==> config.mk <==
export PLATFORM = sky130hd
export DESIGN_NAME = ascp_port
export DESIGN_NICKNAME = d
export VERILOG_FILES = /design/src/verilog/ascp_pkg.sv /design/src/verilog/ascp_fifo.sv /design/src/verilog/ascp_port.sv
export SDC_FILE = /design/constraint.sdc
export NUM_CORES = 1
export LEC_CHECK = 0
export BUFFER_PORTS_ARGS = -buffer_cell sky130_fd_sc_hd__buf_4
export CORE_ASPECT_RATIO = 1.2
export CORE_MARGIN = 3
export CORE_UTILIZATION = 54
export DETAILED_ROUTE_END_ITERATION = 8
export GPL_TIMING_DRIVEN = 1
export PLACE_DENSITY = 0.72
export SKIP_CTS_REPAIR_TIMING = 1
export SLEW_MARGIN = 20
export SYNTH_ARGS = -nofsm -noshare
export SYNTH_HDL_FRONTEND = slang
export SYNTH_SLANG_ARGS = --single-unit
==> constraint.sdc <==
create_clock -name CORE_CLK_I -period 2.3 [get_ports CORE_CLK_I]
set_input_delay 0.345 -clock CORE_CLK_I [delete_from_list [all_inputs] [get_ports CORE_CLK_I]]
set_output_delay 0.345 -clock CORE_CLK_I [all_outputs]
set_load 0.01 [all_outputs]
==> src/verilog/ascp_pkg.sv <==
package ascp_pkg;
  // ----------------------------------------
  // frame timing, counted in serial clock falls
  // ----------------------------------------
  localparam int       RES_W       = 12;
  localparam int       CNT_W       = 5;
  localparam logic [4:0] FRAME_END = 5'h10;
  localparam logic [4:0] LAST_BIT  = 5'h0F;
  localparam logic [4:0] TRACK_AFT = 5'h0D;
  localparam logic [4:0] LEAD_ZERO = 5'h04;
  localparam logic [4:0] FETCH_AT  = 5'h03;
  localparam logic [4:0] PD_LO     = 5'h02;
  localparam logic [4:0] PD_HI     = 5'h0A;
  // ----------------------------------------
  // full power-down wake time
  // ----------------------------------------
  localparam int       CLK_MHZ     = 25;
  localparam int       WAKE_US     = 650;
  localparam int       WAKE_CYC    = WAKE_US * CLK_MHZ;
  localparam int       WAKE_W      = 15;
  localparam int       FIFO_D      = 4;
  // ----------------------------------------
  // types
  // ----------------------------------------
  typedef enum logic [2:0] {
    PM_NORMAL  = 3'b001,
    PM_PARTIAL = 3'b010,
    PM_FULL    = 3'b100
  } ascp_pmode_t;

  typedef struct packed {
    logic dout;
    logic oe;
  } ascp_link_t;

  typedef struct packed {
    logic              cs_s1;
    logic              cs_s2;
    logic              cs_d;
    logic              sck_s1;
    logic              sck_s2;
    logic              sck_d;
    logic              active;
    logic [CNT_W-1:0]  falls;
    logic [RES_W-1:0]  shreg;
    ascp_link_t        link;
    logic              hold;
    logic              start;
    logic              abort;
    ascp_pmode_t       mode;
    logic [WAKE_W-1:0] wake;
  } ascp_core_t;

  localparam ascp_core_t CORE_RST = '{
    cs_s1: 1'b1, cs_s2: 1'b1, cs_d: 1'b1,
    sck_s1: 1'b1, sck_s2: 1'b1, sck_d: 1'b1,
    active: 1'b0, falls: '0, shreg: '0,
    link: '0, hold: 1'b0, start: 1'b0, abort: 1'b0,
    mode: PM_NORMAL, wake: '0
  };
endpackage : ascp_pkg

==> src/verilog/ascp_fifo.sv <==
`timescale 1ns/1ns
module ascp_fifo #(
  parameter int W = 12,
  parameter int D = 4
) (
  input  wire logic         clk_i,
  input  wire logic         rst_i,
  input  wire logic         flush_i,
  input  wire logic         in_valid_i,
  input  wire logic [W-1:0] in_data_i,
  output logic              in_ready_o,
  output logic              out_valid_o,
  output logic [W-1:0]      out_data_o,
  input  wire logic         out_ready_i
);
  localparam int AW = (D > 1) ? $clog2(D) : 1;
  localparam int CW = $clog2(D + 1);

  typedef struct packed {
    logic [D-1:0][W-1:0] mem;
    logic [AW-1:0]       wp;
    logic [AW-1:0]       rp;
    logic [CW-1:0]       cnt;
  } ascp_fifo_st_t;

  ascp_fifo_st_t r_reg;
  ascp_fifo_st_t r_next;
  logic          push;
  logic          pop;

  function automatic logic [AW-1:0] ptr_inc(input logic [AW-1:0] p);
    ptr_inc = (p == AW'(D - 1)) ? '0 : p + 1'b1;
  endfunction : ptr_inc

  assign in_ready_o  = (r_reg.cnt != CW'(D));
  assign out_valid_o = (r_reg.cnt != '0);
  assign out_data_o  = r_reg.mem[r_reg.rp];
  assign push        = in_valid_i && in_ready_o;
  assign pop         = out_valid_o && out_ready_i;

  always_comb begin
    r_next = r_reg;
    if (flush_i) begin
      r_next.wp  = '0;
      r_next.rp  = '0;
      r_next.cnt = '0;
    end else begin
      if (push) begin
        r_next.mem[r_reg.wp] = in_data_i;
        r_next.wp            = ptr_inc(r_reg.wp);
      end
      if (pop) begin
        r_next.rp = ptr_inc(r_reg.rp);
      end
      if (push && !pop) begin
        r_next.cnt = r_reg.cnt + 1'b1;
      end else if (pop && !push) begin
        r_next.cnt = r_reg.cnt - 1'b1;
      end
    end
  end

  always_ff @(posedge clk_i) begin
    if (rst_i) begin
      r_reg <= '0;
    end else begin
      r_reg <= r_next;
    end
  end
endmodule : ascp_fifo

==> src/verilog/ascp_port.sv <==
`timescale 1ns/1ns
// Function
// RULE_01: chip select fall holds, samples, drives output
// RULE_02: conversion starts at fall, takes sixteen clocks
// RULE_03: back to track after thirteenth fall
// RULE_04: output floats on sixteenth falling edge
// RULE_05: early chip select rise aborts, floats output
// RULE_06: first zero at select fall, rest on falls
// RULE_07: last bit out on fifteenth fall
// RULE_08: slow master may sample on rising edges
// RULE_09: serial clock paces conversion and readout
// RULE_10: master waits 650 us after full wake
// RULE_11: master uses 8-clock frames for power-down
// RULE_12: master spaces chip select falls equally
// RULE_13: master runs clock idle high, phase zero
// RULE_14: rise in window two to ten powers down
// RULE_15: rise before second fall keeps power mode
// RULE_16: ten falls wake device, sixteen finish
// RULE_17: four zeros then twelve bits, MSB first
module ascp_port #(
  parameter int WAKE_CYCLES = ascp_pkg::WAKE_CYC
) (
  input  wire logic        CORE_CLK_I,
  input  wire logic        RST_I,
  input  wire logic        CS_N_I,
  input  wire logic        SCLK_I,
  output logic             SERIAL_RESULT_OUT_O,
  output logic             SERIAL_RESULT_OE_O,
  output logic             HOLD_O,
  output logic             CONV_START_O,
  output logic             CONV_ABORT_O,
  input  wire logic [11:0] CONV_DATA_I,
  input  wire logic        CONV_VALID_I,
  output logic             CONV_READY_O,
  output logic             PWR_PARTIAL_O,
  output logic             PWR_FULL_O,
  output logic             ANALOG_ON_O,
  output logic             WAKE_DONE_O
);
  // ----------------------------------------
  // declarations
  // ----------------------------------------
  localparam logic [ascp_pkg::WAKE_W-1:0] WAKE_LOAD =
    ascp_pkg::WAKE_W'(WAKE_CYCLES);

  ascp_pkg::ascp_core_t             r_reg;
  ascp_pkg::ascp_core_t             r_next;
  logic                             cs_fall;
  logic                             cs_rise;
  logic                             sck_fall;
  logic                             sck_rise;
  logic                             fetch;
  logic                             fifo_valid;
  logic [ascp_pkg::RES_W-1:0]       fifo_data;

  // ----------------------------------------
  // power mode decode at frame end
  // ----------------------------------------
  function automatic ascp_pkg::ascp_pmode_t next_mode(
    input ascp_pkg::ascp_pmode_t cur,
    input logic [ascp_pkg::CNT_W-1:0] falls
  );
    if (falls < ascp_pkg::PD_LO) begin
      next_mode = cur; // RULE_15
    end else if (falls < ascp_pkg::PD_HI) begin
      next_mode = (cur == ascp_pkg::PM_NORMAL) ? // RULE_14
                  ascp_pkg::PM_PARTIAL : ascp_pkg::PM_FULL;
    end else begin
      next_mode = ascp_pkg::PM_NORMAL; // RULE_16
    end
  endfunction : next_mode

  // ----------------------------------------
  // edge detection on synchronised pins
  // ----------------------------------------
  // pins are async to the core clock; the serial clock must stay
  // well below a quarter of the core rate so no edge is missed
  assign cs_fall  = r_reg.cs_d && !r_reg.cs_s2;
  assign cs_rise  = !r_reg.cs_d && r_reg.cs_s2;
  assign sck_fall = r_reg.sck_d && !r_reg.sck_s2;
  assign sck_rise = !r_reg.sck_d && r_reg.sck_s2;
  assign fetch    = r_reg.active && sck_fall && !cs_rise &&
                    (r_reg.falls == ascp_pkg::FETCH_AT);

  // ----------------------------------------
  // result buffer
  // ----------------------------------------
  // flushed on every frame start so a word left over from an
  // aborted frame never leaks into the next one
  ascp_fifo #(
    .W (ascp_pkg::RES_W),
    .D (ascp_pkg::FIFO_D)
  ) u_fifo (
    .clk_i       (CORE_CLK_I),
    .rst_i       (RST_I),
    .flush_i     (cs_fall),
    .in_valid_i  (CONV_VALID_I),
    .in_data_i   (CONV_DATA_I),
    .in_ready_o  (CONV_READY_O),
    .out_valid_o (fifo_valid),
    .out_data_o  (fifo_data),
    .out_ready_i (fetch)
  );

  // ----------------------------------------
  // frame sequencer
  // ----------------------------------------
  always_comb begin
    r_next        = r_reg;
    r_next.start  = 1'b0;
    r_next.abort  = 1'b0;
    r_next.cs_s1  = CS_N_I;
    r_next.cs_s2  = r_reg.cs_s1;
    r_next.cs_d   = r_reg.cs_s2;
    r_next.sck_s1 = SCLK_I;
    r_next.sck_s2 = r_reg.sck_s1;
    r_next.sck_d  = r_reg.sck_s2;
    if (r_reg.wake != '0) begin
      r_next.wake = r_reg.wake - 1'b1;
    end
    if (cs_fall) begin
      r_next.active    = 1'b1;
      r_next.falls     = '0;
      r_next.hold      = 1'b1; // RULE_01
      r_next.link.oe   = 1'b1; // RULE_01
      r_next.link.dout = 1'b0; // RULE_06
      r_next.shreg     = '0;
      r_next.start     = 1'b1; // RULE_02
    end else if (r_reg.active && cs_rise) begin
      r_next.active  = 1'b0;
      r_next.link.oe = 1'b0; // RULE_05
      r_next.hold    = 1'b0;
      r_next.abort   = 1'b1; // RULE_05
      r_next.mode    = next_mode(r_reg.mode, r_reg.falls);
    end else if (r_reg.active && sck_fall) begin
      r_next.falls = r_reg.falls + 1'b1; // RULE_09
      if (r_next.falls == ascp_pkg::FRAME_END) begin
        r_next.active  = 1'b0; // RULE_02
        r_next.link.oe = 1'b0; // RULE_04
        r_next.mode    = next_mode(r_reg.mode, r_next.falls);
      end else if (r_next.falls == ascp_pkg::LEAD_ZERO) begin
        // an empty buffer means the core was late: send zeros
        r_next.link.dout = fifo_valid && fifo_data[ascp_pkg::RES_W-1]; // RULE_17
        r_next.shreg     = fifo_valid ? {fifo_data[ascp_pkg::RES_W-2:0], 1'b0} : '0;
      end else if (r_next.falls > ascp_pkg::LEAD_ZERO) begin
        r_next.link.dout = r_reg.shreg[ascp_pkg::RES_W-1]; // RULE_07
        r_next.shreg     = {r_reg.shreg[ascp_pkg::RES_W-2:0], 1'b0};
      end else begin
        r_next.link.dout = 1'b0; // RULE_06
      end
    end else if (r_reg.active && sck_rise &&
                 r_reg.falls >= ascp_pkg::TRACK_AFT) begin
      r_next.hold = 1'b0; // RULE_03
    end
    if (r_reg.mode == ascp_pkg::PM_FULL &&
        r_next.mode == ascp_pkg::PM_NORMAL) begin
      r_next.wake = WAKE_LOAD;
    end
  end

  always_ff @(posedge CORE_CLK_I) begin
    if (RST_I) begin
      r_reg <= ascp_pkg::CORE_RST;
    end else begin
      r_reg <= r_next;
    end
  end

  // ----------------------------------------
  // outputs
  // ----------------------------------------
  assign SERIAL_RESULT_OUT_O = r_reg.link.dout;
  assign SERIAL_RESULT_OE_O  = r_reg.link.oe;
  assign HOLD_O              = r_reg.hold;
  assign CONV_START_O        = r_reg.start;
  assign CONV_ABORT_O        = r_reg.abort;
  assign PWR_PARTIAL_O       = (r_reg.mode == ascp_pkg::PM_PARTIAL);
  assign PWR_FULL_O          = (r_reg.mode == ascp_pkg::PM_FULL);
  assign ANALOG_ON_O         = (r_reg.mode == ascp_pkg::PM_NORMAL) ||
                               r_reg.active;
  assign WAKE_DONE_O         = (r_reg.wake == '0);
endmodule : ascp_port

======== Word-level counts from Yosys, hierarchy flattened ========
Cells that the tools add are included.
operators by class
  add/sub/neg operators ................... 6
  multipliers ............................. 0
  div/mod/pow operators ................... 0
  mux-type cells .......................... 35
  shift-type cells ........................ 0
  bitwise operators ....................... 3
  $lt $le $gt $ge ......................... 9
  equal/unequal tests ..................... 11
  reductions and logical operators ........ 42
operators by type and width
  kind                     number
  $bwmux W48               1
  $mux W12                 4
  $mux W3                  11
  $mux W14                 2
  $mux W13                 2
  $bmux W12 S2             1
  $demux W12 S2            1
  $mux W21                 1
  $mux W20                 1
  $mux W18                 1
  $logic_and A1 B1 Y1      17
  $logic_not A15 Y1        1
  $reduce_bool A15 Y1      1
  $sub A15 B1 Y15 const B  1
  $reduce_bool A3 Y1       4
  $lt A5 B2 Y1 const B     2
  $lt A5 B4 Y1 const B     2
  $reduce_and A2 Y1        4
  $logic_not A1 Y1         7
  $mux W1                  7
  $eq A3 B1 Y1 const B     2
  $lt A2 B3 Y1 const B     2
  $mux W2                  3
  $ne A3 B3 Y1 const B     2
  other kinds (19)         26
word-level totals
  word-level logic and storage cells ...... 130
  bits in registers ....................... 102
  memory bits (writable) .................. 0
  latch bits .............................. 0
  memory bits (read-only) ................. 0
  output and inout bits ................... 10
  memories kept ........................... 0

======== Longest topological paths before layout ========
Gate-level depths: netlist (run 1).
  depth in word-level cells ............... 11
  gate-level depth with buffers ........... 9
  mapped depth without buffers ............ 9

======== Hierarchy ========
From an unflattened synthesis (run 1), not the netlist that was laid out.
unflattened totals
  cells, all modules ...................... 485
  area total of the unflattened synthesis .. 4734.5 µm²
by module, submodules not included
  module     times used  area each (µm²)  sequential area each (µm²)  cells an instance
  ascp_fifo  1           2608.8           1101.1                      230
  ascp_port  1           2125.8           900.9                       255

======== Worst setup path before layout (run 1) ========
No wires, ideal clock.
  path type ............................... reg-to-reg
  start point ............................. reg r_reg[40] (netlist bit)
  end point ............................... reg u_fifo.r_reg[2] (netlist bit)
  path slack .............................. 0.166 ns
  stages on the path, launching flop included .. 10
  path buffers ............................ 0
  setup time .............................. 0.071 ns
  arrival ................................. 2.063 ns
  clock period less this slack ............ 2.134 ns
  data required time ...................... 2.229 ns
  path through ............................ dfxtp_1 inv_1 nor3_2 nand3_1 ha_1 inv_1 fa_1 xor2_1 or3_1 a21oi_1
between the ends
  cells in the longest elaborated chain, start to end .. 7
RTL lines
  element                                               line              text
  from (decl)                                           ascp_port.sv:46   ascp_pkg::ascp_core_t r_reg;
  from (signal assigned)                                ascp_port.sv:163  r_reg <= ascp_pkg::CORE_RST;
  from (signal assigned)                                ascp_port.sv:165  r_reg <= r_next;
  $logic_and A1 B1 Y1 * (3 in series)                   ascp_port.sv:82   assign fetch = r_reg.active && sck_fall && !cs_rise &&
  $logic_and A1 B1 Y1 *                                 ascp_fifo.sv:39   assign pop = out_valid_o && out_ready_i;
  $logic_not A1 Y1                                      ascp_fifo.sv:55   if (push && !pop) begin
  $logic_and A1 B1 Y1                                   ascp_fifo.sv:55
  $mux W3 / $reduce_bool A2 Y1 (equally long branches)  n/a
  to (signal assigned)                                  ascp_fifo.sv:67   r_reg <= r_next;
  to (decl)                                             ascp_fifo.sv:26   ascp_fifo_st_t r_reg;
Every way passes the cells marked *; elsewhere a longest branch is shown, timed or not.
A chain may end at the register's enable or synchronous reset.

======== Final worst setup path (run 1) ========
  start point ............................. reg u_fifo.r_reg[1] (netlist bit)
  end point ............................... reg u_fifo.r_reg[2] (netlist bit)
between the ends
  cells in the longest elaborated chain, start to end .. 5
RTL lines
  element
  parallel branches: the longest is 5 deep, another holds $sub A3 B1 Y3
Several ways; the timed one is not identified. The select of a mux whose other input is x is not followed.

==> flow_results.org, run 1 <==
** Drt
- Wirelength per Cell :: about 15 µm
- The routed layout has 3881 vias.
- Using the TritonRoute via totals, the vias-per-cell ratio works out to 5.82.
- The routed design has 10300 µm of wire.
- 1st-iter DRT viols :: 290
- Detailed Routing Iterations Pass 1 :: 6
- In the routed design, unresolved DRC markers number 0.
- Number of routed nets with antenna violations :: 0

** Die
- The floorplan step defined a core boundary enclosing between 0.008 and 0.009 mm².
- Effective utilization at floorplan :: 0.558
- Horizontal extent of the die :: 90.0 µm
- 27 I/O pins were placed.
- The floorplan has 36 rows.
- Total die area :: between 0.009 and 0.01 mm²
- The die is 107 µm tall.

** STA
- Setup total negative slack on the finished layout was measured at 0 ns.
- Setup repair after global routing left no endpoint under its margin.
- The max-slew violation count was 0.
- Final setup slack of the worst path :: 0.145 ns
- The count of endpoints failing hold in the final timing report was 0.
- Worst max-slew margin expressed relative to the limit :: 0.573
- Least-Margin Pin Slew :: 0.640 ns
- Peak Freq :: 464 MHz
- Total of endpoints with negative setup slack in the final report :: 0
- Tmin final :: ~2.2 ns
- Dividing the final minimum period by the clock period gives 0.937.
- On the final layout, the worst clock skew is 0.00719 ns.

** Setup path
- Along the worst path, the maximum fanout reaches 4.
- Critical path class :: flop to flop
- Startpoint types :: flop
- The largest single stage delay on the critical path is 0.38 ns.
- Data arrival time of the worst path :: 2.44 ns
- The slowest stage of the critical path belongs to the cell sky130_fd_sc_hd__fa_1.
- The critical path ends at u_fifo.r_reg[2].
- The startpoint identified for the worst register-to-register timing path is u_fifo.r_reg[1].
- Slack of the worst reg-to-reg path :: 0.15 ns
- R2r worst-path depth :: 9
- Reg-to-Reg End :: u_fifo.r_reg[2]
- The number of buffers and inverters on the critical path is 1.
- Data required time of the critical path :: 2.58 ns
- Worst setup path startpoint :: u_fifo.r_reg[1]
- The signal on the critical path passes through nor3_2, nor4_1, nand3_1, ha_1, inv_1, fa_1, xor2_1, or3_1, a21oi_1.
- Cell type group with the largest total delay on the critical path :: simple AND/OR/NAND/NOR gates
- STA classifies the critical path endpoint as a flop.
- In this run the number of cells on the critical path is 9.

** Clock network
- Counting along the longest clock path gives a buffer depth of 2.
- Clock transition at the registers of the reported paths :: ~0.1 ns
- CTS H-Tree Depth :: 3
- TritonCTS built the clock tree.
- TritonCTS created 9 clock buffers.
- The clock net in this run drives a total of 100 sinks.
- Cell at the root of the clock tree :: sky130_fd_sc_hd__clkbuf_8
- Clock latency on the worst-skew pair, taken at its later pin, is 0.36 ns.

** Min path
- Worst Hold Class :: input pin to flop

** GRT
- The via count of the first global-routing pass was between 3000 and 4000.
- Wire length of the first global-routing pass :: about 18000 µm
- For this run the aggregate overflow at the end of global routing stands at 0.
- For this run, the total global-route usage over all layers was measured as 0.224.
- Entering global routing, the biggest net connects 57 pins.
- The number of antenna violations at the first check in global routing was 0.

** Yosys
- Post-synthesis sequential element count :: 100
- Fraction of the yosys area taken by sequential cells :: 0.438
- Unique masters post-synth :: 47
- Synthesis warning total :: 0
- In the synthesized netlist the async set-or-reset flop fraction comes to 0.
- Dominant synthesized flop cell :: sky130_fd_sc_hd__dfxtp_1
- After synthesis the cells add up to 0.00457 mm².
- Synthesized area per cell :: 8.66 µm²
- Counting every net in the synthesized netlist gives 555.
- Gate count after technology mapping :: 528
- Number of synthesized flops with an enable pin :: 0

** Placed design
- During placement, the flow inserted port buffers numbering 26.
- Routability-driven placement finished with a final weighted congestion of 0.847.
- Once placement completed, the tool counted placed cells totaling approximately 650.
- Setup slack at placement :: 0.0410 ns
- Once detailed placement completed, the half-perimeter wirelength came to 6810 µm.

** Cells and area
- Final core utilization :: 0.631
- Number of nets in the finished design :: between 500 and 600
- The number of antenna diodes in the final layout is 0.
- The area growth from synthesis to layout is 13.1%.
- The register with the most flip-flops in the layout has 55 of them.
- Share of layout cells above drive strength 1 :: 0.181
- Number of standard cells in the final layout excluding fillers :: 667

** Status
- Status :: complete, no violations

** Power
- Maximum ir drop on the vdd rail :: 0.624 mV
- In this run the power density over the cells is 847 mW/mm².
- Leakage :: 0.00186 µW

** Run
- Number of maximum-capacitance constraint violations :: 0
power breakdown:
group / internal [µW] / leakage (µW) / total [µW] / switching (µW)
Combinational: 480 / 0.000926 / 1040 / 555
Sequential: 1860 / 0.000813 / 1990 / 124
Clock: 731 / 0.000124 / 1360 / 628
routing by layer:
metal	share of wire	global-route usage	vias to the layer above	wire length, µm
met5	0	0	-	0
met4	0.010	0.0635	0	108
met3	0.051	0.0435	8	523
met2	0.50	0.372	101	5100
met1	0.44	0.299	1861	4560
li1	-	-	1911	-
through the flow:
| step | instance area (µm²) | hold slack (ns) | total power, µW |
|---|---|---|---|
| 2_1_floorplan | 4570 | 0.389 | 2750 |
| 3_3_place_gp | 4890 | 0.402 | 2970 |
| 3_5_place_dp | 4890 | 0.398 | 3000 |
| 4_1_cts | 5130 | 0.156 | 4340 |
| 5_1_grt | 5170 | 0.152 | 4630 |
| 6_report | 5170 | 0.167 | 4380 |
final cells by class:
class	count	area (µm²)
Fill cell	748	3030
Clock buffer	9	124
Sequential cell	100	2000
Timing Repair Buffer	46	345
Inverter	13	48.8
Clock inverter	7	121
Tap cell	114	143
Multi-Input combinational cell	378	2390
cell usage after synthesis (all sizes together), types with 5 or more instances:
cell type | count | area share
buf | 18 | 0.019
nand3 | 57 | 0.062
nor2 | 16 | 0.013
nor2b | 5 | 0.0068
nor3 | 12 | 0.015
inv | 13 | 0.011
a21oi | 75 | 0.083
ha | 9 | 0.025
clkbuf | 19 | 0.016
mux4 | 12 | 0.059
or2 | 8 | 0.011
nand2b | 7 | 0.0096
nor4 | 8 | 0.014
xor2 | 10 | 0.019
nand2 | 71 | 0.058
a22oi | 11 | 0.018
or3 | 9 | 0.012
dfxtp | 100 | 0.44
xnor2 | 5 | 0.0096
o21ai | 24 | 0.026
worst reg2reg max path: stages (launching register included):
cell and delay, ns:
sky130_fd_sc_hd__dfxtp_1 0.36, sky130_fd_sc_hd__nor3_2 0.24, sky130_fd_sc_hd__nor4_1 0.07, sky130_fd_sc_hd__nand3_1 0.12
sky130_fd_sc_hd__ha_1 0.20, sky130_fd_sc_hd__inv_1 0.07, sky130_fd_sc_hd__fa_1 0.38, sky130_fd_sc_hd__xor2_1 0.18
sky130_fd_sc_hd__or3_1 0.31, sky130_fd_sc_hd__a21oi_1 0.15
cells in the final DEF (no fill, tap or decap), types with 2 or more instances in the layout:
cell / count
sky130_fd_sc_hd__dfxtp_1: 99
sky130_fd_sc_hd__a21oi_1: 74
sky130_fd_sc_hd__nand2_1: 70
sky130_fd_sc_hd__nand3_1: 57
sky130_fd_sc_hd__buf_4: 46
sky130_fd_sc_hd__o21ai_0: 22
sky130_fd_sc_hd__nor2_1: 16
sky130_fd_sc_hd__inv_1: 13
sky130_fd_sc_hd__mux4_2: 12
sky130_fd_sc_hd__a22oi_1: 11
sky130_fd_sc_hd__xor2_1: 10
sky130_fd_sc_hd__nor3_1: 9
sky130_fd_sc_hd__or3_1: 9
sky130_fd_sc_hd__ha_1: 9
sky130_fd_sc_hd__clkbuf_8: 9
sky130_fd_sc_hd__or2_2: 8
sky130_fd_sc_hd__nand2b_1: 7
sky130_fd_sc_hd__nor4_1: 5
sky130_fd_sc_hd__xnor2_1: 5
sky130_fd_sc_hd__nor3b_1: 4
sky130_fd_sc_hd__nor2b_1: 4
sky130_fd_sc_hd__a31oi_1: 4
sky130_fd_sc_hd__mux2i_1: 4
sky130_fd_sc_hd__nor3_2: 3
sky130_fd_sc_hd__nand3b_1: 3
sky130_fd_sc_hd__bufinv_16: 3
sky130_fd_sc_hd__or3b_2: 2
sky130_fd_sc_hd__nor4_2: 2
sky130_fd_sc_hd__and3_1: 2
sky130_fd_sc_hd__mux2_2: 2
sky130_fd_sc_hd__a311oi_1: 2
sky130_fd_sc_hd__o31ai_1: 2
sky130_fd_sc_hd__or4_1: 2
sky130_fd_sc_hd__o21ai_1: 2
sky130_fd_sc_hd__a211oi_1: 2
sky130_fd_sc_hd__inv_6: 2
kinds of logic (layout without fill, tap and decap cells):
kind of cell	count (synthesis)	after routing	synth area share
muxes	18	18	0.0728
AOI/OAI and AO/OA	126	126	0.156
xor gates and xnor gates	15	15	0.0287
adders and majority gates	10	10	0.0290
and+or+nand+nor	209	209	0.231
DFF	100	100	0.438
buffers and inverters	50	75	0.0454
worst min-delay path by stage:
stage                    start         end  slack, ns  depth (start not counted)
detailed placement  r_next[42]  r_next[41]       0.40                          1
floorplan           r_next[42]  r_next[41]       0.39                          1
CTS                     CS_N_I  r_next[45]       0.16                          2
finish                  CS_N_I  r_next[45]       0.17                          2
global route            SCLK_I  r_next[42]       0.15                          2
global placement    r_next[45]  r_next[44]       0.40                          1
Note: power is estimated with default switching activity, not from simulation.
==> run 2: changes to the inputs <==
--- a/config.mk
+++ b/config.mk
@@ -8,10 +8,10 @@
 export BUFFER_PORTS_ARGS = -buffer_cell sky130_fd_sc_hd__buf_4
 export CORE_ASPECT_RATIO = 1.2
 export CORE_MARGIN = 3
-export CORE_UTILIZATION = 54
+export CORE_UTILIZATION = 50
 export DETAILED_ROUTE_END_ITERATION = 8
 export GPL_TIMING_DRIVEN = 1
-export PLACE_DENSITY = 0.72
+export PLACE_DENSITY = 0.67
 export SKIP_CTS_REPAIR_TIMING = 1
 export SLEW_MARGIN = 20
 export SYNTH_ARGS = -nofsm -noshare
==> constraint.sdc (replaced) <==
create_clock -name CORE_CLK_I -period 2.3 [get_ports CORE_CLK_I]
set_input_delay 0.23 -clock CORE_CLK_I [delete_from_list [all_inputs] [get_ports CORE_CLK_I]]
set_output_delay 0.23 -clock CORE_CLK_I [all_outputs]
set_load 0.01 [all_outputs]
==> flow_results.org, run 2 (same netlist as run 1, synthesis figures left out) <==
** Placed design
- Port buffering added 26 buffers.
- Final weighted congestion of routability-driven global placement :: 0.861
- Placed wire-length estimate :: 6840 µm
- Number of placed instances, taps included :: 651
- Setup slack at placement :: 0.0542 ns

** Setup path
- The worst setup path is launched from a flop.
- Data required time of the critical path :: 2.59 ns
- The critical path in this run is classified as flop to flop.
- STA classifies the critical path endpoint as a flop.
- STA puts the critical path data arrival time at 2.46 ns.
- Largest fanout of any net on the critical path :: 4

** GRT
- Total global routing overflow :: 0
- The first global-routing pass estimated 17400 µm of wire.
- Initial antenna violation count :: 0
- In the global route stage, overall resource usage came out at 0.205.
- The via count of the first global-routing pass is 3633.
- Entering global routing, the biggest net connects 44 pins.

** STA
- Setup violations remaining at the end of the flow were counted as 0.
- Minimum hold slack :: ~0.045 ns
- Least-Margin Pin Slew :: between 0.6 and 0.7 ns
- Tmin final :: 2.17 ns
- Measured against its own limit, the worst slew margin works out to 0.589.
- Setup slack on the critical path of the routed design comes to 0.126 ns.
- Count of endpoints failing hold in the final timing report :: 0
- Peak Freq :: 460 MHz
- In the finished design, the share of the clock period the worst path needs comes to 0.945.
- Between clock sinks in the finished design, the worst skew comes to 0.0146 ns.
- Total negative setup slack :: 0 ns
- RSZ-0062 raised after global routing :: yes
- Slew Limit Fails :: 0

** Clock network
- The root buffer cell chosen for the clock tree is sky130_fd_sc_hd__clkbuf_8.
- Sinks on the clock net :: 100
- The H-tree was split into 3 levels.
- TritonCTS built the clock tree.
- TritonCTS created 9 clock buffers.
- Clock-pin slew was measured on the worst setup and hold paths at 0.10 ns.
- Clock Latency Late Sink :: 0.37 ns
- The clock passes through at most 2 buffers.

** Power
- Maximum ir drop on the vdd rail :: 0.528 mV
- Leakage :: 0.00183 µW
- Sum of internal, switching and leakage power :: around 4000 µW
- Dividing total power by cell area gives a power density of around 800 mW/mm².

** Drt
- # DRC :: 0
- For this block, the via count after detailed routing is 3816.
- The first detailed-routing pass took 5 iterations.
- Once detail routing completed, the nets flagged for antenna violations numbered 0.
- Wirelength per Cell :: 15.2 µm
- Summed over all layers, the routed wires come to 10100 µm.
- For this block, the initial DRC count from the detailed router was 251.
- In the routed layout, each cell is associated on average with a via count of 5.72.

** Cells and area
- The layout has ~800 filler cells.
- The multi-input combinational cells in the finished layout cover a total of approximately 0.0024 mm².
- The library cell used most frequently in the layout, excluding fill and tap cells, is sky130_fd_sc_hd__dfxtp_1.
- Share of layout cells above drive strength 1 :: 0.175
- Flip-flop count of the largest register, all copies and words added :: 55
- From synthesis to final layout, the design area changed by 11.5%.
- Number of antenna repair diodes :: 0
- Number of nets in the finished design :: approximately 570
- Top library cells by usage in the layout, fill and taps aside :: sky130_fd_sc_hd__dfxtp_1, sky130_fd_sc_hd__a21oi_1, sky130_fd_sc_hd__nand2_1
- Storage element area :: 0.00200 mm²
- Number of standard cells in the final layout excluding fillers :: 667

** Die
- Count of pins on the block boundary :: 27
- Effective utilization at floorplan :: 0.523
- Floorplan row count :: 37
- Core region area :: slightly below 0.009 mm²
- Total die area :: 0.0103 mm²
- The floorplan step set the die width to 93.3 µm.
- Measured along the y axis, the die boundary spans 111 µm.

** Status
- Status :: complete, no violations

** Min path
- The path class of the tightest hold or removal check is input pin to flop.

** Run
- Number of maximum-capacitance constraint violations :: 0
## run 2: cell count changes in the layout (fill, tap and decap cells not counted), sizes merged
cell,previous run,this run
clkbuf,9,10
clkinv,2,3
buf,46,43
bufinv,3,1
## run 2: layout make-up
class,instances,area share
clock buffer,10,0.0250
tap,117,0.0287
multi-input combinational,378,0.468
sequential,100,0.393
timing repair buffer,43,0.0633
clock inverter,6,0.0123
inverter,13,0.00957
## run 2: where the power goes
group          internal (µW)  switching, µW  total [µW]
combinational            433            550         983
clock                    506            607        1110
sequential              1860            124        1990
## run 2: final timing paths
kind                         from         endpoint  slack, ns  cells after the start
setup / recovery  u_fifo.r_reg[0]  u_fifo.r_reg[2]       0.13                      9
hold / removal             CS_N_I       r_next[45]       0.04                      2
setup reg to reg  u_fifo.r_reg[0]  u_fifo.r_reg[2]       0.13                      9
hold reg to reg        r_next[45]       r_next[44]       0.42                      1
## run 2: layer usage
layer	routed length (µm)	GRT usage	vias to the layer above	share of wire
met5	0	0	-	0
li1	-	-	1904	-
met4	119	0.0665	0	0.012
met2	4940	0.328	79	0.49
met1	4660	0.283	1825	0.46
met3	431	0.0326	8	0.042
## run 2: critical path: stages (launching register included)
cell	delay, ns
sky130_fd_sc_hd__dfxtp_1	0.38
sky130_fd_sc_hd__or3b_2	0.54
sky130_fd_sc_hd__nand2_2	0.12
sky130_fd_sc_hd__inv_1	0.06
sky130_fd_sc_hd__ha_1	0.20
sky130_fd_sc_hd__inv_1	0.08
sky130_fd_sc_hd__fa_1	0.19
sky130_fd_sc_hd__xor2_1	0.09
sky130_fd_sc_hd__or3_1	0.31
sky130_fd_sc_hd__a21oi_1	0.14
## run 2: per-stage QoR
| stage | instance area [µm²] | util |
|---|---|---|
| 6_report | 5100 | 0.583 |
| 3_5_place_dp | 4890 | 0.559 |
| 2_1_floorplan | 4570 | - |
| 5_1_grt | 5100 | 0.583 |
| 4_1_cts | 5080 | 0.581 |
| 3_3_place_gp | 4890 | 0.559 |
==> run 3: changes to the inputs <==
--- a/config.mk
+++ b/config.mk
@@ -8,10 +8,10 @@
 export BUFFER_PORTS_ARGS = -buffer_cell sky130_fd_sc_hd__buf_4
 export CORE_ASPECT_RATIO = 1.2
 export CORE_MARGIN = 3
-export CORE_UTILIZATION = 50
+export CORE_UTILIZATION = 54
 export DETAILED_ROUTE_END_ITERATION = 8
 export GPL_TIMING_DRIVEN = 1
-export PLACE_DENSITY = 0.67
+export PLACE_DENSITY = 0.72
 export SKIP_CTS_REPAIR_TIMING = 1
 export SLEW_MARGIN = 20
 export SYNTH_ARGS = -nofsm -noshare
==> flow_results.org, run 3 (same netlist as run 1, synthesis figures left out) <==
** GRT
- Summed over all layers, the global routing overflow is 0.
- Entering global routing, the biggest net connects roughly 60 pins.
- The number of antenna violations at the first check in global routing came to 0.
- Wire length of the first global-routing pass :: 17500 µm
- Total routing resource utilization after global routing :: 0.224
- Vias in the first global route :: 3629

** Drt
- Summing over every cut layer, the via total after detailed routing is 3858.
- Dividing the detail-routed via count by the number of cells gives 5.81.
- The first TritonRoute pass finished after 5 iterations.
- Dividing the detail-routed wire length by the instance count gives roughly 15 µm.
- After the first detailed-routing iteration, the DRC count stood at 307.
- # DRC :: 0
- Routed WL :: 10200 µm
- Number of routed nets with antenna violations :: 0

** Die
- Core region area :: 0.00820 mm²
- 27 I/O pins were placed.
- Horizontal extent of the die :: about 90 µm
- Die span in y :: 107 µm
- Effective utilization at floorplan :: 0.558
- The floorplan has 36 rows.
- The die covers 0.00962 mm².

** STA
- The worst path in the final design needs a cycle of 2.15 ns, including I/O delays and setup.
- Worst clock skew on the final layout :: approximately 0.0082 ns
- Least-Margin Pin Slew :: 0.659 ns
- Setup repair after global routing left no endpoint under its margin.
- Total negative setup slack :: 0 ns
- Derived from the worst setup path, the maximum achievable clock frequency is 464 MHz.
- The worst pin sits at a relative slew slack of 0.561.
- In the post-route analysis, the smallest setup slack over all paths is 0.146 ns.
- Share of the clock period used by the worst path :: 0.937
- Slew Limit Fails :: 0
- Count of endpoints failing hold in the final timing report :: 0
- Total of endpoints with negative setup slack in the final report :: 0

** Clock network
- TritonCTS clock tree :: yes
- Sinks on the clock net :: 100
- Clock Latency Late Sink :: ~0.37 ns
- The clock passes through at most 2 buffers.
- CTS H-Tree Depth :: 3
- The tree is rooted in a sky130_fd_sc_hd__clkbuf_8.
- Inserted Clock Buffers :: 9
- After clock tree synthesis, the clock-pin slew on the worst setup and hold paths is 0.09 ns.

** Power
- For this design the ratio of total power to cell area is between 800 and 900 mW/mm².
- Maximum ir drop on the vdd rail :: between 0.7 and 0.8 mV
- Sum of internal, switching and leakage power :: 4190 µW
- Summed over all cells, the static leakage comes to 0.00183 µW.

** Setup path
- The number of buffers and inverters on the critical path is 2.
- In this design, the stage delay of the slowest critical-path cell is 0.53 ns.
- Data required time of the critical path :: 2.60 ns
- Critical path class :: flop to flop
- The slowest stage of the critical path belongs to the cell sky130_fd_sc_hd__or3b_2.
- Largest fanout of any net on the critical path :: 4
- In this run the critical register-to-register path is launched from u_fifo.r_reg[0].
- Worst setup path endpoint :: u_fifo.r_reg[2]
- Ordered cell list for the critical path :: or3b_2, nand2_1, inv_1, ha_1, inv_1, fa_1, xor2_1, or3_1, a21oi_1
- Counting cells, the worst reg-to-reg path comes to 9.
- Crit path depth :: 9
- Among the stages of the critical path, the cell type that occurs most often is sky130_fd_sc_hd__inv_1.
- The endpoint identified for the worst register-to-register timing path is u_fifo.r_reg[2].
- The critical path starts at u_fifo.r_reg[0].
- Type of destination of the critical path :: flop
- STA classifies the critical path startpoint as a flop.
- Slack of the worst reg-to-reg path :: 0.15 ns
- For the worst setup path, the data arrival time is around 2.5 ns.
- Cell type group with the largest total delay on the critical path :: simple AND/OR/NAND/NOR gates

** Cells and area
- In the layout the commonest cells are sky130_fd_sc_hd__dfxtp_1, sky130_fd_sc_hd__a21oi_1, sky130_fd_sc_hd__nand2_1.
- Share of layout cells above drive strength 1 :: 0.169
- The library cell used most frequently in the layout, excluding fill and tap cells, is sky130_fd_sc_hd__dfxtp_1.
- Number of nets in the finished design :: roughly 570
- The filler cells instantiated in the layout total approximately 740.
- Number of antenna repair diodes :: 0
- The register with the most flip-flops in the layout has 55 of them.
- The area growth from synthesis to layout is 11.8%.

** Placed design
- Final weighted congestion of routability-driven global placement :: 0.829
- Before CTS, the worst setup slack after placement is 0.112 ns.
- Placed wire-length estimate :: 6710 µm
- I/O Buffers :: 26

** Min path
- Worst Hold Class :: input pin to flop

** Run
- Across the run, the number of max-cap violations was 0.

** Status
- Status :: complete, no violations
-- run 3: cell count changes in the layout (fill, tap and decap cells not counted), sizes merged --
| cell | previous run | this run |
|---|---|---|
| inv | 15 | 13 |
| bufinv | 1 | 2 |
| clkinv | 3 | 2 |
| clkinvlp | 0 | 2 |
-- run 3: layout make-up --
cell class                      instances  area, µm²  share of cell area
Clock inverter                          6       88.8              0.0174
Clock buffer                           10        128              0.0250
Tap cell                              114        143              0.0279
Timing Repair Buffer                   43        323              0.0631
Sequential cell                       100       2000               0.391
Multi-Input combinational cell        378       2380               0.466
Inverter                               13       48.8             0.00954
-- run 3: where the power goes --
part	leakage, µW	total, µW	internal (µW)	switching, µW
logic	0.000911	977	433	544
clock network	0.000102	1230	613	614
registers	0.000813	1990	1860	124
-- run 3: worst min-delay path by stage --
stage               start  slack (ns)  cells past startpoint          to
6_report           CS_N_I        0.04                      2  r_next[45]
5_1_grt            SCLK_I        0.03                      2  r_next[42]
4_1_cts            CS_N_I        0.03                      2  r_next[45]
3_5_place_dp   r_next[42]        0.40                      1  r_next[41]
3_3_place_gp   r_next[45]        0.40                      1  r_next[44]
2_1_floorplan      SCLK_I        0.33                      1  r_next[42]
-- run 3: worst reg2reg max path: cells and delay by family (launching register included) --
family          cells  cell delay, ns
simple gates        3            0.98
fa+ha+maj           2            0.38
flops               1            0.37
buf+inv             2            0.16
compound gates      1            0.13
xor+xnor            1            0.07
-- run 3: per-layer routing --
| layer | wire, µm | track usage | vias up |
|---|---|---|---|
| li1 | - | - | 1909 |
| met1 | 4680 | 0.312 | 1847 |
| met2 | 4950 | 0.352 | 85 |
| met3 | 413 | 0.0337 | 17 |
| met4 | 192 | 0.0875 | 0 |
| met5 | 0 | 0 | - |
-- run 3: per-stage QoR --
| stage | cell area, µm² | hold slack [ns] | util | instances |
|---|---|---|---|---|
| 2_1_floorplan | 4570 | 0.334 | - | 528 |
| 3_3_place_gp | 4890 | 0.402 | 0.596 | 648 |
| 3_5_place_dp | 4890 | 0.403 | 0.596 | 648 |
| 4_1_cts | 5100 | 0.0275 | 0.623 | 664 |
| 5_1_grt | 5110 | 0.0263 | 0.624 | 664 |
| 6_report | 5110 | 0.0376 | 0.624 | 664 |
